===== src/design/mmtc_pkg.sv =====
// Purpose: Shared constants and types for the multi-mode timer channel.
// Assumes: AXI4-Lite register access with 32-bit data and word-aligned registers.
// Notes: Register indices are word indices; the byte address is four times the index.
package mmtc_pkg;
  // Register indices; byte address is index times four.
  localparam logic [3:0] IDX_MATCH_A = 4'h0;
  localparam logic [3:0] IDX_MATCH_B = 4'h1;
  localparam logic [3:0] IDX_SNAPSHOT = 4'h2;
  localparam logic [3:0] IDX_LOAD = 4'h3;
  localparam logic [3:0] IDX_COUNT = 4'h5;
  localparam logic [3:0] IDX_CTRL = 4'h6;
  localparam logic [3:0] IDX_STATUS = 4'h7;
  localparam int ADDR_LSB = 2;
  localparam logic [15:0] REG_RESET = 16'h0000;
  // Control register field positions.
  localparam int CTL_CM_LSB = 13;
  localparam int CTL_PCS_LSB = 9;
  localparam int CTL_SCS_LSB = 7;
  localparam int CTL_ONCE = 6;
  localparam int CTL_LENGTH = 5;
  localparam int CTL_DIR = 4;
  localparam int CTL_REINIT = 3;
  localparam int CTL_OM_LSB = 0;
  // Status and control register field positions.
  localparam int ST_MATCH = 15;
  localparam int ST_MATCH_IE = 14;
  localparam int ST_ROLL = 13;
  localparam int ST_ROLL_IE = 12;
  localparam int ST_EDGE = 11;
  localparam int ST_EDGE_IE = 10;
  localparam int ST_INV = 9;
  localparam int ST_INPUT = 8;
  localparam int ST_CAP_LSB = 6;
  localparam int ST_BCAST = 5;
  // Count behaviour codes.
  localparam logic [2:0] CM_STOP = 3'h0;
  localparam logic [2:0] CM_EDGE1 = 3'h1;
  localparam logic [2:0] CM_BOTH = 3'h2;
  localparam logic [2:0] CM_GATED = 3'h3;
  localparam logic [2:0] CM_QUAD = 3'h4;
  localparam logic [2:0] CM_SIGNED = 3'h5;
  localparam logic [2:0] CM_TRIG = 3'h6;
  localparam logic [2:0] CM_CASCADE = 3'h7;
  // Output flag behaviour codes.
  localparam logic [2:0] OM_ACTIVE = 3'h0;
  localparam logic [2:0] OM_CLR = 3'h1;
  localparam logic [2:0] OM_SET = 3'h2;
  localparam logic [2:0] OM_TOG = 3'h3;
  localparam logic [2:0] OM_ALT = 3'h4;
  localparam logic [2:0] OM_SET_EDGE = 3'h5;
  localparam logic [2:0] OM_SET_ROLL = 3'h6;
  localparam logic [2:0] OM_GCLK = 3'h7;
  localparam logic [15:0] CNT_MAX = 16'hFFFF;
  localparam logic [15:0] CNT_MIN = 16'h0000;
  localparam logic [1:0] RESP_OKAY = 2'h0;
  localparam logic [1:0] RESP_SLVERR = 2'h2;

  typedef enum logic [1:0] {MMTC_IDLE, MMTC_WRESP, MMTC_RRESP} mmtc_bus_e;
endpackage


===== src/design/mmtc_evt_if.sv =====
// Purpose: Carries the per-cycle counting events from the edge front end to the channel.
// Assumes: Single clock domain.
// Notes: All signals are one-cycle pulses except the levels named as such, and prim_rise and tick, which stay high with the undivided clock.
`timescale 1ns/10ps
interface mmtc_evt_if;
  logic prim_rise;
  logic prim_fall;
  logic sec_rise;
  logic sec_fall;
  logic sec_level;
  logic quad_up;
  logic quad_dn;
  logic tick;
  modport src (output prim_rise, prim_fall, sec_rise, sec_fall, sec_level, quad_up, quad_dn,
    output tick);
  modport dst (input prim_rise, prim_fall, sec_rise, sec_fall, sec_level, quad_up, quad_dn,
    input tick);
endinterface


===== src/design/mmtc_edge.sv =====
// Purpose: Source selection, prescaler, inversion and edge detection.
// Assumes: Pins are synchronous to the clock.
// Notes: Edges are registered, so an event shows one cycle after the input change.
`timescale 1ns/10ps
module mmtc_edge (
  input wire logic ref_clk_in,
  input wire logic rst_in,
  input wire logic [3:0] pins_in,
  input wire logic [3:0] flags_in,
  input wire logic [3:0] pcs_in,
  input wire logic [1:0] scs_in,
  input wire logic inv_in,
  input wire logic [1:0] self_idx_in,
  mmtc_evt_if.src evt
);
  typedef struct packed {
    logic [6:0] pre;
    logic prim;
    logic sec;
    logic prim_rise;
    logic prim_fall;
    logic sec_rise;
    logic sec_fall;
    logic quad_up;
    logic quad_dn;
    logic tick;
  } mmtc_edge_s;
  mmtc_edge_s s_q;
  mmtc_edge_s s_d;
  logic prim_raw;
  logic sec_now;
  logic prim_now;
  logic undiv;

  // The prescaler bit chosen gives a square wave; its rising edge counts.
  always_comb
  begin
    undiv = (pcs_in == 4'h8);
    if (pcs_in[3])
    begin
      prim_raw = (pcs_in[2:0] == 3'h0) ? 1'b0 : s_q.pre[pcs_in[2:0] - 3'h1];
    end
    else if (pcs_in[2])
    begin
      prim_raw = (pcs_in[1:0] == self_idx_in) ? 1'b0 : flags_in[pcs_in[1:0]];
    end
    else
    begin
      prim_raw = pins_in[pcs_in[1:0]];
    end
    prim_now = (undiv ? 1'b0 : inv_in) ^ prim_raw;
    sec_now = inv_in ^ pins_in[scs_in];
    s_d = s_q;
    s_d.pre = s_q.pre + 7'h01;
    s_d.prim = prim_now;
    s_d.sec = sec_now;
    s_d.prim_rise = undiv | (prim_now & ~s_q.prim);
    s_d.prim_fall = ~prim_now & s_q.prim;
    s_d.sec_rise = sec_now & ~s_q.sec;
    s_d.sec_fall = ~sec_now & s_q.sec;
    // Quadrature: any change of either phase steps by the phase relation.
    s_d.quad_up = ((prim_now ^ s_q.prim) & (prim_now ^ sec_now))
      | ((sec_now ^ s_q.sec) & ~(prim_now ^ sec_now));
    s_d.quad_dn = ((prim_now ^ s_q.prim) & ~(prim_now ^ sec_now))
      | ((sec_now ^ s_q.sec) & (prim_now ^ sec_now));
    s_d.tick = undiv | (prim_now & ~s_q.prim);
  end

  always_ff @(posedge ref_clk_in)
  begin
    if (rst_in)
    begin
      s_q <= '0;
    end
    else
    begin
      s_q <= s_d;
    end
  end

  assign evt.prim_rise = s_q.prim_rise;
  assign evt.prim_fall = s_q.prim_fall;
  assign evt.sec_rise = s_q.sec_rise;
  assign evt.sec_fall = s_q.sec_fall;
  assign evt.sec_level = s_q.sec;
  assign evt.quad_up = s_q.quad_up;
  assign evt.quad_dn = s_q.quad_dn;
  assign evt.tick = s_q.tick;
endmodule


===== src/design/mmtc_channel.sv =====
// Purpose: One 16-bit multi-mode counter/timer channel behind an AXI4-Lite slave.
// Assumes: One clock; synchronous active-high reset; other channels' flags arrive on ports.
// Notes: Register indices times four give byte addresses; unmapped accesses get SLVERR.
//
// The implementer's own choice: the AXI4-Lite interface to the registers.
`timescale 1ns/10ps
module mmtc_channel (
  input wire logic ref_clk_in,
  input wire logic rst_in,
  input wire logic [1:0] self_idx_in,
  input wire logic [3:0] count_pin_in,
  input wire logic [3:0] sib_flag_in,
  input wire logic sib_reinit_in,
  output logic out_flag_out,
  output logic bcast_match_out,
  output logic irq_out,
  input wire logic [31:0] s_axi_awaddr,
  input wire logic s_axi_awvalid,
  output logic s_axi_awready,
  input wire logic [31:0] s_axi_wdata,
  input wire logic [3:0] s_axi_wstrb,
  input wire logic s_axi_wvalid,
  output logic s_axi_wready,
  output logic [1:0] s_axi_bresp,
  output logic s_axi_bvalid,
  input wire logic s_axi_bready,
  input wire logic [31:0] s_axi_araddr,
  input wire logic s_axi_arvalid,
  output logic s_axi_arready,
  output logic [31:0] s_axi_rdata,
  output logic [1:0] s_axi_rresp,
  output logic s_axi_rvalid,
  input wire logic s_axi_rready
);
  typedef struct packed {
    logic [15:0] match_a;
    logic [15:0] match_b;
    logic [15:0] snap;
    logic [15:0] load;
    logic [15:0] cnt;
    logic [15:0] ctrl;
    logic [15:0] st;
    logic armed;
    logic use_b;
    logic flag;
    logic bcast;
    logic irq;
    logic aw_got;
    logic w_got;
    logic [3:0] aw_idx;
    logic aw_bad;
    logic [15:0] wdata;
    logic [1:0] wstrb;
    logic bvalid;
    logic [1:0] bresp;
    logic rvalid;
    logic [1:0] rresp;
    logic [31:0] rdata;
    logic [2:0] rdy;
  } mmtc_chan_s;
  mmtc_chan_s s_q;
  mmtc_chan_s s_d;
  mmtc_evt_if evt ();
  localparam int ADDR_LSB_W = mmtc_pkg::ADDR_LSB;

  // Tells whether a byte address is a mapped, word-aligned register.
  function automatic logic mapped(input logic [31:0] a);
    logic [3:0] i;
    i = a[ADDR_LSB_W +: 4];
    mapped = (a[31:6] == 26'h0) && (a[1:0] == 2'h0) && (i != 4'h4) && (i <= mmtc_pkg::IDX_STATUS);
  endfunction

  // Merges a 16-bit write under the two low byte strobes.
  function automatic logic [15:0] merge(input logic [15:0] old, input logic [15:0] nw,
    input logic [1:0] be);
    merge = {be[1] ? nw[15:8] : old[15:8], be[0] ? nw[7:0] : old[7:0]};
  endfunction

  mmtc_edge u_edge (
    .ref_clk_in(ref_clk_in),
    .rst_in(rst_in),
    .pins_in(count_pin_in),
    .flags_in(sib_flag_in),
    .pcs_in(s_q.ctrl[mmtc_pkg::CTL_PCS_LSB +: 4]),
    .scs_in(s_q.ctrl[mmtc_pkg::CTL_SCS_LSB +: 2]),
    .inv_in(s_q.st[mmtc_pkg::ST_INV]),
    .self_idx_in(self_idx_in),
    .evt(evt.src)
  );

  logic [2:0] cm;
  logic [2:0] om;
  logic [1:0] capm;
  logic inv;
  logic step;
  logic down;
  logic hit;
  logic [15:0] target;
  logic roll;
  logic reinit;
  logic sec_edge;
  logic do_cap;
  logic wr_fire;
  logic [15:0] wv;

  // Counting, comparing, flags and output flag for one cycle.
  always_comb
  begin
    s_d = s_q;
    cm = s_q.ctrl[mmtc_pkg::CTL_CM_LSB +: 3];
    om = s_q.ctrl[mmtc_pkg::CTL_OM_LSB +: 3];
    capm = s_q.st[mmtc_pkg::ST_CAP_LSB +: 2];
    inv = s_q.st[mmtc_pkg::ST_INV];
    down = s_q.ctrl[mmtc_pkg::CTL_DIR];
    step = 1'b0;
    sec_edge = evt.sec_rise | evt.sec_fall;
    unique case (cm)
      mmtc_pkg::CM_STOP: step = 1'b0;
      mmtc_pkg::CM_EDGE1: step = evt.prim_rise;
      mmtc_pkg::CM_BOTH: step = evt.prim_rise | evt.prim_fall;
      mmtc_pkg::CM_GATED: step = evt.prim_rise & evt.sec_level;
      mmtc_pkg::CM_QUAD:
      begin
        step = evt.quad_up | evt.quad_dn;
        down = down ^ evt.quad_dn;
      end
      mmtc_pkg::CM_SIGNED:
      begin
        step = evt.prim_rise;
        down = down ^ evt.sec_level;
      end
      mmtc_pkg::CM_TRIG:
      begin
        step = evt.prim_rise & s_q.armed;
        if (sec_edge)
        begin
          s_d.armed = 1'b1;
        end
      end
      mmtc_pkg::CM_CASCADE: step = evt.prim_rise;
    endcase
    // Alternating mode compares against the register whose turn it is.
    if (om == mmtc_pkg::OM_ALT)
    begin
      target = s_q.use_b ? s_q.match_b : s_q.match_a;
    end
    else
    begin
      target = down ? s_q.match_b : s_q.match_a;
    end
    hit = step && (s_q.cnt == target);
    roll = step && (s_q.cnt == (down ? mmtc_pkg::CNT_MIN : mmtc_pkg::CNT_MAX));
    reinit = sib_reinit_in && s_q.ctrl[mmtc_pkg::CTL_REINIT];
    if (reinit || (hit && (s_q.ctrl[mmtc_pkg::CTL_LENGTH] || om == mmtc_pkg::OM_ALT)))
    begin
      s_d.cnt = s_q.load;
    end
    else if (step && !(hit && s_q.ctrl[mmtc_pkg::CTL_ONCE]))
    begin
      s_d.cnt = down ? s_q.cnt - 16'h0001 : s_q.cnt + 16'h0001;
    end
    if (hit)
    begin
      s_d.use_b = ~s_q.use_b;
      s_d.armed = 1'b0;
      if (s_q.ctrl[mmtc_pkg::CTL_ONCE])
      begin
        s_d.ctrl[mmtc_pkg::CTL_CM_LSB +: 3] = mmtc_pkg::CM_STOP;
      end
    end
    // Output flag behaviour.
    unique case (om)
      mmtc_pkg::OM_ACTIVE: s_d.flag = (cm != mmtc_pkg::CM_STOP);
      mmtc_pkg::OM_CLR: s_d.flag = hit ? 1'b0 : s_q.flag;
      mmtc_pkg::OM_SET: s_d.flag = hit ? 1'b1 : s_q.flag;
      mmtc_pkg::OM_TOG: s_d.flag = s_q.flag ^ hit;
      mmtc_pkg::OM_ALT: s_d.flag = s_q.flag ^ hit;
      mmtc_pkg::OM_SET_EDGE: s_d.flag = hit | (s_q.flag & ~sec_edge);
      mmtc_pkg::OM_SET_ROLL: s_d.flag = hit | (s_q.flag & ~roll);
      mmtc_pkg::OM_GCLK:
        s_d.flag = (cm != mmtc_pkg::CM_STOP) & evt.tick & ~s_q.flag;
    endcase
    s_d.bcast = hit & s_q.st[mmtc_pkg::ST_BCAST];
    // Capture selection; inversion already swapped the edge sense.
    unique case (capm)
      2'h0: do_cap = 1'b0;
      2'h1: do_cap = evt.sec_rise;
      2'h2: do_cap = evt.sec_fall;
      2'h3: do_cap = sec_edge;
    endcase
    if (do_cap && cm != mmtc_pkg::CM_STOP)
    begin
      s_d.snap = s_q.cnt;
    end
    // Register writes, then hardware sets win over software clears.
    wr_fire = s_q.aw_got && s_q.w_got && !s_q.bvalid;
    wv = merge(16'h0000, s_q.wdata, s_q.wstrb);
    if (wr_fire)
    begin
      s_d.bvalid = 1'b1;
      s_d.bresp = s_q.aw_bad ? mmtc_pkg::RESP_SLVERR : mmtc_pkg::RESP_OKAY;
      s_d.aw_got = 1'b0;
      s_d.w_got = 1'b0;
      if (!s_q.aw_bad)
      begin
        unique case (s_q.aw_idx)
          mmtc_pkg::IDX_MATCH_A: s_d.match_a = merge(s_q.match_a, s_q.wdata, s_q.wstrb);
          mmtc_pkg::IDX_MATCH_B: s_d.match_b = merge(s_q.match_b, s_q.wdata, s_q.wstrb);
          mmtc_pkg::IDX_SNAPSHOT: s_d.snap = merge(s_q.snap, s_q.wdata, s_q.wstrb);
          mmtc_pkg::IDX_LOAD: s_d.load = merge(s_q.load, s_q.wdata, s_q.wstrb);
          mmtc_pkg::IDX_COUNT: s_d.cnt = merge(s_q.cnt, s_q.wdata, s_q.wstrb);
          mmtc_pkg::IDX_CTRL:
          begin
            s_d.ctrl = merge(s_q.ctrl, s_q.wdata, s_q.wstrb);
            s_d.armed = 1'b0;
            s_d.use_b = 1'b0;
          end
          mmtc_pkg::IDX_STATUS:
          begin
            s_d.st = merge(s_q.st, s_q.wdata, s_q.wstrb);
            // Flags only clear by writing 0; writing 1 keeps the old value.
            s_d.st[mmtc_pkg::ST_MATCH] = s_q.st[mmtc_pkg::ST_MATCH] & (wv[mmtc_pkg::ST_MATCH]
              | ~s_q.wstrb[1]);
            s_d.st[mmtc_pkg::ST_ROLL] = s_q.st[mmtc_pkg::ST_ROLL] & (wv[mmtc_pkg::ST_ROLL]
              | ~s_q.wstrb[1]);
            s_d.st[mmtc_pkg::ST_EDGE] = s_q.st[mmtc_pkg::ST_EDGE] & (wv[mmtc_pkg::ST_EDGE]
              | ~s_q.wstrb[1]);
          end
          default: s_d.st = s_q.st;
        endcase
      end
    end
    if (hit)
    begin
      s_d.st[mmtc_pkg::ST_MATCH] = 1'b1;
    end
    if (roll)
    begin
      s_d.st[mmtc_pkg::ST_ROLL] = 1'b1;
    end
    if (do_cap && cm != mmtc_pkg::CM_STOP)
    begin
      s_d.st[mmtc_pkg::ST_EDGE] = 1'b1;
    end
    s_d.st[mmtc_pkg::ST_INPUT] = evt.sec_level;
    s_d.irq = (s_d.st[mmtc_pkg::ST_MATCH] & s_d.st[mmtc_pkg::ST_MATCH_IE])
      | (s_d.st[mmtc_pkg::ST_ROLL] & s_d.st[mmtc_pkg::ST_ROLL_IE])
      | (s_d.st[mmtc_pkg::ST_EDGE] & s_d.st[mmtc_pkg::ST_EDGE_IE]);
    // Write address and data are taken independently, in either order.
    if (s_axi_awvalid && !s_q.aw_got && !s_q.bvalid)
    begin
      s_d.aw_got = 1'b1;
      s_d.aw_idx = s_axi_awaddr[ADDR_LSB_W +: 4];
      s_d.aw_bad = !mapped(s_axi_awaddr) || (s_axi_awaddr[ADDR_LSB_W +: 4] == 4'h4);
    end
    if (s_axi_wvalid && !s_q.w_got && !s_q.bvalid)
    begin
      s_d.w_got = 1'b1;
      s_d.wdata = s_axi_wdata[15:0];
      s_d.wstrb = s_axi_wstrb[1:0];
    end
    if (s_q.bvalid && s_axi_bready)
    begin
      s_d.bvalid = 1'b0;
    end
    // Reads return the current value, zero-extended to 32 bits.
    if (s_axi_arvalid && !s_q.rvalid)
    begin
      s_d.rvalid = 1'b1;
      s_d.rresp = mapped(s_axi_araddr) ? mmtc_pkg::RESP_OKAY : mmtc_pkg::RESP_SLVERR;
      s_d.rdata = 32'h0000_0000;
      if (mapped(s_axi_araddr))
      begin
        unique case (s_axi_araddr[ADDR_LSB_W +: 4])
          mmtc_pkg::IDX_MATCH_A: s_d.rdata[15:0] = s_q.match_a;
          mmtc_pkg::IDX_MATCH_B: s_d.rdata[15:0] = s_q.match_b;
          mmtc_pkg::IDX_SNAPSHOT: s_d.rdata[15:0] = s_q.snap;
          mmtc_pkg::IDX_LOAD: s_d.rdata[15:0] = s_q.load;
          mmtc_pkg::IDX_COUNT: s_d.rdata[15:0] = s_q.cnt;
          mmtc_pkg::IDX_CTRL: s_d.rdata[15:0] = s_q.ctrl;
          mmtc_pkg::IDX_STATUS: s_d.rdata[15:0] = s_q.st;
          default: s_d.rdata = 32'h0000_0000;
        endcase
      end
    end
    else if (s_q.rvalid && s_axi_rready)
    begin
      s_d.rvalid = 1'b0;
    end
    // Readies are registered so that every bus output leaves a flop.
    s_d.rdy = {!s_d.rvalid, !s_d.w_got && !s_d.bvalid, !s_d.aw_got && !s_d.bvalid};
  end

  // Chip reset clears everything except the readies, which it sets; count mode 000 leaves the counter stopped.
  always_ff @(posedge ref_clk_in)
  begin
    if (rst_in)
    begin
      s_q <= '0;
      s_q.rdy <= 3'h7;
    end
    else
    begin
      s_q <= s_d;
    end
  end

  assign out_flag_out = s_q.flag;
  assign bcast_match_out = s_q.bcast;
  assign irq_out = s_q.irq;
  assign s_axi_awready = s_q.rdy[0];
  assign s_axi_wready = s_q.rdy[1];
  assign s_axi_bvalid = s_q.bvalid;
  assign s_axi_bresp = s_q.bresp;
  assign s_axi_arready = s_q.rdy[2];
  assign s_axi_rvalid = s_q.rvalid;
  assign s_axi_rresp = s_q.rresp;
  assign s_axi_rdata = s_q.rdata;
endmodule


===== config.mk =====
export PLATFORM = sky130hd
export DESIGN_NAME = mmtc_channel
export DESIGN_NICKNAME = d
export VERILOG_FILES = /design/src/design/mmtc_pkg.sv /design/src/design/mmtc_evt_if.sv /design/src/design/mmtc_edge.sv /design/src/design/mmtc_channel.sv
export SDC_FILE = /design/constraint.sdc
export NUM_CORES = 1
export LEC_CHECK = 0
export BUFFER_PORTS_ARGS = -buffer_cell sky130_fd_sc_hd__buf_4
export CAP_MARGIN = 25
export CORE_AREA = 10 10 117 171
export DETAILED_ROUTE_END_ITERATION = 6
export DIE_AREA = 0 0 127 181
export PLACE_DENSITY = 0.85
export SYNTH_ARGS = -nofsm -noshare
export SYNTH_HDL_FRONTEND = slang
export SYNTH_SLANG_ARGS = --single-unit

===== constraint.sdc =====
create_clock -name ref_clk_in -period 8.96 [get_ports ref_clk_in]
set_clock_uncertainty 0.05 [all_clocks]
set_input_delay 0.896 -clock ref_clk_in [delete_from_list [all_inputs] [get_ports ref_clk_in]]
set_output_delay 0.896 -clock ref_clk_in [all_outputs]
set_load 0.005 [all_outputs]

==> flow_metrics.env, run 1 <==
export IMPL_status="finished with violations"
export IMPL_violations="DRC"
export IMPL_wl_met1_um=11680
export IMPL_min_to="s_axi_rdata[4]"
export IMPL_dpl_hpwl_um=24340
export IMPL_cap_violations=0
export IMPL_ant_nets=0
export IMPL_r2r_start="cm[2]"
export IMPL_drt_iter0_drc=1290
export IMPL_grt_ovfl_total=0
export IMPL_rrSetupSlack_ns=3.84
export IMPL_hp_start="s_axi_rdata[4]"
export IMPL_crit_type="reg -> reg"
export IMPL_start_util=0.6098
export IMPL_synth_edf_count=0
export IMPL_design_die_area_um2=22990
export IMPL_leakagePower_nw=4.613
export IMPL_netlist_area_um2=10270
export IMPL_yosysWarningCount=0
export IMPL_routed_top_layer="met4"
export IMPL_layout_common_cells="dfxtp_1 (180), nor2_1 (159), buf_4 (139)"
export IMPL_cts_root_buffer_cell="clkbuf_16"
export IMPL_dp_cells=1464
export IMPL_min_period_over_period=0.5718
export IMPL_power_density_nw_per_um2=149.6
export IMPL_reg2reg_to="s_q[117]"
export IMPL_clk_latency_ns=0.44
export IMPL_drv_slew=0
export IMPL_drt_first_pass_iters=7
export IMPL_cts_repair_resized=0
export IMPL_synthCells=1220
export IMPL_synthArstFlopShare=0
export IMPL_avgSynthCellArea_um2=8.415
export IMPL_reg2regPathDepth=15
export IMPL_antenna_cells=0
export IMPL_ctsHoldBuffers=0
export IMPL_slew_headroom=0.2938
export IMPL_io_buffers=125
export IMPL_fmax_ghz=0.1952
export IMPL_final_nets=1416
export IMPL_final_hold_viol_count=0
export IMPL_wire_per_inst_um=22.77
export IMPL_setup_viol=0
export IMPL_clkSlewWorstSetupHoldPaths_ns=0.07
export IMPL_synth_area_top_cells="dfxtp_1 (35%), mux2i_1 (8.9%), nor2_1 (5.8%)"
export IMPL_num_vias=9918
export IMPL_cts_tree="built"
export IMPL_dr_wl_met3_um=3361
export IMPL_min_path_type="reg -> reg"
export IMPL_endpoint_kind="register"
export IMPL_drt_vias_per_instance=6.630
export IMPL_core_area_um2=16840
export IMPL_synth_top_cell_area_share=0.3510
export IMPL_htree_levels=4
export IMPL_fin_setup_tns_ns=0
export IMPL_drive_gt1_frac=0.1610
export IMPL_area_growth_pct=13.07
export IMPL_wl_um=34070
export IMPL_ys_types=77
export IMPL_grt_usage=0.2872
export IMPL_grt_pass1_wl_um=53610
export IMPL_grt_max_degree=78
export IMPL_rows=58
export IMPL_path_max_fanout=27
export IMPL_cts_setup_buffers=0
export IMPL_final_cells=1496
export IMPL_place_congestion=0.9973
export IMPL_antenna_found_initial=0
export IMPL_cts_made_buffers=17
export IMPL_synth_area_leader_cell="dfxtp_1"
export IMPL_synth_seq_cells=180
export IMPL_arrival_ns=5.39
export IMPL_cts_sinks=180
export IMPL_holdPathStages=2
export IMPL_irDropWorstVdd_mv=0.1284
export IMPL_min_period_ns=5.123
export IMPL_cts_path_max_buffers=2
export IMPL_hold_ws_ns=0.4119
export IMPL_crit_required_ns=9.23
export IMPL_grt_pass1_vias=10010
export IMPL_io_pins=162
export IMPL_rsz0062_at_grt="false"
export IMPL_worst_pin_slew_ns=1.055
export IMPL_chipHeight_um=181
export IMPL_drc=5
export IMPL_yosysSeqAreaShare=0.3510
export IMPL_die_width_um=127
export IMPL_wl_met2_um=16610
export IMPL_cp_start_kind="register"
export IMPL_synth_ff_type="dfxtp_1"
export IMPL_final_common_cell="dfxtp_1"
==> synthesized netlist by cell type, drive strengths merged (5+ instances only) <==
| library cell | instances |
|---|---|
| dfxtp | 180 |
| nor2 | 160 |
| nand2 | 115 |
| mux2i | 91 |
| clkbuf | 64 |
| buf | 59 |
| a21oi | 57 |
| a22oi | 52 |
| nor3 | 39 |
| nand2b | 32 |
| inv | 29 |
| nand3 | 29 |
| ha | 25 |
| xnor2 | 20 |
| nor4 | 19 |
| o21ai | 18 |
| o22ai | 18 |
| a221o | 15 |
| xor2 | 15 |
| a222oi | 14 |
| nor2b | 14 |
| and3 | 13 |
| a31oi | 11 |
| a211oi | 10 |
| mux2 | 10 |
| o311ai | 10 |
| a2111oi | 9 |
| a221oi | 8 |
| o211ai | 8 |
| a21o | 7 |
| a311oi | 7 |
| nand4 | 6 |
| nor3b | 5 |
==> per-stage QoR <==
stage          cell area (um^2)    util  power, mW  setup WS (ns)
2_1_floorplan             10330       -     0.9129          4.818
3_3_place_gp              10990  0.6526     0.9666          4.030
3_5_place_dp              11000  0.6532     0.9709          3.961
4_1_cts                   11610  0.6894      1.731          3.935
5_1_grt                   11610  0.6894      1.780          3.358
6_report                  11610  0.6894      1.736          3.837
==> registers in the layout (all words and copies together), names as in the netlist <==
register	flops
s_q	130
s_axi_rdata	16
u_edge.s_q	8
cm	3
om	3
capm	2
bcast_match_out	1
inv	1
irq_out	1
out_flag_out	1
s_axi_arready	1
s_axi_awready	1
s_axi_bresp	1
s_axi_bvalid	1
s_axi_rresp	1
s_axi_rvalid	1
s_axi_wready	1
u_edge.evt.prim_fall	1
u_edge.evt.prim_rise	1
u_edge.evt.quad_dn	1
u_edge.evt.quad_up	1
u_edge.evt.sec_fall	1
u_edge.evt.sec_level	1
u_edge.evt.sec_rise	1
==> kinds of logic (layout without fill, tap and decap cells) <==
| kind of cell | after synthesis | count (layout) | share of synthesized area |
|---|---|---|---|
| buffers and inverters | 152 | 201 | 0.07654 |
| other | 1 | 18 | 0.0003653 |
| and+or+nand+nor | 453 | 453 | 0.2089 |
| adders and majority gates | 25 | 25 | 0.03047 |
| xor gates and xnor gates | 35 | 35 | 0.02986 |
| DFF | 180 | 180 | 0.3510 |
| AOI/OAI and AO/OA | 269 | 269 | 0.1944 |
| muxes | 105 | 105 | 0.1085 |
==> how the worst max path moves through the flow <==
| stage | cells after the start | slack, ns | to | startpoint |
|---|---|---|---|---|
| final | 15 | 3.84 | s_q[117] | cm[2] |
| after global routing | 15 | 3.36 | s_q[115] | cm[2] |
| after CTS | 15 | 3.94 | s_q[117] | cm[2] |
| after detailed placement | 15 | 3.96 | s_q[117] | cm[2] |
| after global placement | 15 | 4.03 | s_q[117] | cm[2] |
| after floorplan | 17 | 4.82 | s_q[117] | cm[0] |
==> per-layer routing <==
layer,track usage,vias up
met2,0.4913,616
li1,-,4488
met4,0.1763,0
met5,0,-
met1,0.3081,4634
met3,0.07208,180
==> critical path, cell delays in order, from the launching register on <==
cell,delay [ns]
dfxtp_1,0.51
nor2b_1,0.70
a21boi_2,0.25
nor2_1,0.49
inv_1,0.54
ha_1,0.54
and3_1,0.22
o21ai_0,0.14
a31oi_1,0.12
a31oi_1,0.28
o21ai_0,0.20
o41ai_1,0.39
xnor2_1,0.11
mux2i_1,0.14
nor2_1,0.06
a221o_1,0.27
==> final cells by class <==
cell class	count	area, um^2
clock buffers	19	442.9
clock inverters	13	166.4
fillers	1357	5229
inverters	29	108.9
multi-input cells	905	5968
flip-flops and latches	180	3603
well taps	210	262.8
repair buffers	140	1055
==> report_power, final <==
| group | leakage, nW | switching, mW | total, mW | internal [mW] |
|---|---|---|---|---|
| Combinational | 2.86 | 0.0634 | 0.117 | 0.0540 |
| Clock | 0.297 | 0.349 | 0.779 | 0.430 |
| Sequential | 1.46 | 0.0258 | 0.840 | 0.814 |
| Total | 4.61 | 0.438 | 1.74 | 1.30 |
(Power assumes the default switching activity.)
==> run 2, diff against run 1 <==
ABC_AREA = 1   (was default)
CORE_AREA = 10 10 123 181   (was 10 10 117 171)
DIE_AREA = 0 0 133 191   (was 0 0 127 181)
PLACE_DENSITY = 0.8   (was 0.85)
clock period = 5.15 ns   (was 8.96 ns; I/O delays follow)
==> flow_metrics.env, run 2 <==
export IMPL_rrSetupSlack_ns=1.04
export IMPL_fillCellCount=1749
export IMPL_slowest_stage="inv_1"
export IMPL_crit_required_ns=5.44
export IMPL_power_density_nw_per_um2=243.7
export IMPL_cts_root_buffer_cell="clkbuf_16"
export IMPL_cts_made_buffers=17
export IMPL_antenna_found_initial=0
export IMPL_slew_headroom=0.1781
export IMPL_synth_most_common_cell="nand2_1"
export IMPL_rows=62
export IMPL_irDropWorstVdd_mv=0.2548
export IMPL_drt_iter0_drc=1070
export IMPL_chipHeight_um=191
export IMPL_grt_pass1_vias=11050
export IMPL_synthArstFlopShare=0
export IMPL_io_buffers=125
export IMPL_wl_um=36240
export IMPL_final_nets=1838
export IMPL_largest_reg_flops=130
export IMPL_ant_nets=0
export IMPL_cts_setup_buffers=0
export IMPL_cts_sinks=180
export IMPL_cp_start_kind="register"
export IMPL_critical_path_top_delay_family="simple AND/OR/NAND/NOR gates"
export IMPL_drc=0
export IMPL_clkSlewWorstSetupHoldPaths_ns=0.07
export IMPL_drt_first_pass_iters=7
export IMPL_worst_pin_slew_ns=1.217
export IMPL_clk_latency_ns=0.44
export IMPL_setup_ws_ns=1.035
export IMPL_crit_buf_inv=3
export IMPL_fin_setup_tns_ns=0
export IMPL_setup_viol=0
export IMPL_rsz0062_at_grt="false"
export IMPL_design_die_area_um2=25400
export IMPL_start_util=0.5685
export IMPL_drv_slew=0
export IMPL_io_pins=162
export IMPL_top_register="s_q"
export IMPL_status="complete, no violations"
export IMPL_cts_repair_resized=0
export IMPL_path_max_fanout=28
export IMPL_cpMostUsedCell="nand2_1"
export IMPL_min_period_over_period=0.7990
export IMPL_cap_violations=0
export IMPL_synth_top_cell_area_share=0.3335
export IMPL_leakagePower_nw=5.166
export IMPL_max_stage_delay_ns=0.53
export IMPL_path_cells="inv_2 -> nor2_2 -> nand3_1 -> nand2_4 -> nand2_8 -> inv_1 -> ha_1 -> nand2_1 -> nor4_1 -> o211a_1 -> o2111ai_1 -> a21boi_0 -> o21ai_0 -> nand2_1 -> nand3_1 -> nand2_1 -> inv_1"
export IMPL_synth_area_top_cells="dfxtp_1 (33%), nand2_1 (11%), o21ai_0 (7.8%)"
export IMPL_dpl_hpwl_um=26200
export IMPL_grt_max_degree=53
export IMPL_synth_area_leader_cell="dfxtp_1"
export IMPL_grt_pass1_wl_um=55530
export IMPL_synth_ff_type="dfxtp_1"
export IMPL_core_area_um2=19010
export IMPL_antenna_cells=0
export IMPL_endpoint_kind="register"
export IMPL_ys_types=63
export IMPL_yosysWarningCount=0
export IMPL_yosysSeqAreaShare=0.3335
export IMPL_yosys_top_cells_count="nand2_1 (310), inv_1 (209), dfxtp_1 (180)"
export IMPL_drt_vias_per_instance=5.904
export IMPL_crit_type="reg -> reg"
export IMPL_htree_levels=4
export IMPL_netlist_area_um2=10810
export IMPL_wire_per_inst_um=18.45
export IMPL_fmax_ghz=0.2430
export IMPL_arrival_ns=4.40
export IMPL_synth_edf_count=0
export IMPL_avgSynthCellArea_um2=6.629
export IMPL_ctsHoldBuffers=0
export IMPL_num_vias=11600
export IMPL_drive_gt1_frac=0.1189
export IMPL_grt_ovfl_total=0
export IMPL_cts_tree="built"
export IMPL_dp_slack_ns=1.194
export IMPL_grt_usage=0.2710
export IMPL_min_path_type="in -> reg"
export IMPL_min_period_ns=4.115
export IMPL_synthCells=1630
export IMPL_cts_path_max_buffers=2
export IMPL_layout_common_cells="nand2_1 (310), inv_1 (209), dfxtp_1 (180)"
export IMPL_final_common_cell="nand2_1"
export IMPL_area_growth_pct=12.52
export IMPL_synth_seq_cells=180
export IMPL_final_hold_viol_count=0
export IMPL_die_width_um=133
export IMPL_place_congestion=0.9662
[run 2: changes by cell type in the layout (fill, tap and decap cells not counted), moves of 19 or more]
cell	delta
nand2_1	+196
inv_1	+180
o21ai_0	+153
a21oi_1	+108
mux2i_1	-90
nand3_1	+84
a22oi_1	-51
nand2b_1	-32
nor2_1	-26
o22ai_1	+25
nor3_1	-19
[run 2: cells by family after synthesis]
family / synth area share
other: 0.0003470
AO/OA/AOI/OAI: 0.2368
buffers and inverters: 0.1328
AND/OR/NAND/NOR: 0.2537
XOR/XNOR: 0.01297
adder cells (fa/ha/maj): 0.02895
multiplexers: 0.0009264
flip-flops: 0.3335
[run 2: path summary, 6_finish.rpt]
check	startpoint	to	cells past startpoint
worst min register to register	s_q[143]	s_q[143]	2
worst min-delay path	s_axi_wdata[15]	s_q[58]	3
worst max register to register	cm[2]	out_flag_out	17
worst max-delay path	cm[2]	out_flag_out	17
[run 2: layout make-up]
cell class	count	area, um^2	area share
multi-input combinational	1143	5831	0.4796
clock buffer	17	425.4	0.03499
inverter	217	814.5	0.06700
tap	256	320.3	0.02635
clock inverter	15	140.1	0.01153
sequential	180	3603	0.2964
timing repair buffer	136	1023	0.08418
[run 2: tightest hold or removal path, cell delays in order]
cell and delay [ns]:
buf_4 0.07, o21ai_0 0.07, nor2_1 0.07
[run 2: through the flow]
step                instance area, um^2    util  total power [mW]  instances  hold slack, ns
floorplan                         10870       -             1.618       1647          0.3800
global placement                  11570  0.6086             1.719       1929          0.3893
detailed placement                11570  0.6086             1.725       1929          0.3996
CTS                               12130  0.6384             2.959       1961          0.2703
global route                      12160  0.6397             3.045       1964          0.2757
finish                            12160  0.6397             2.963       1964          0.2722
[run 2: power breakdown]
group | internal, mW | total [mW] | switching [mW]
Clock | 0.641 | 1.26 | 0.622
Sequential | 1.42 | 1.47 | 0.0487
Combinational | 0.0959 | 0.228 | 0.133
Total | 2.16 | 2.96 | 0.803
[run 2: layer usage]
layer	vias to the layer above	wire [um]	track usage
met5	-	0	0
met4	0	1902	0.1677
met3	112	3383	0.06096
met2	638	18220	0.4804
met1	5296	12740	0.2852
li1	5550	-	-
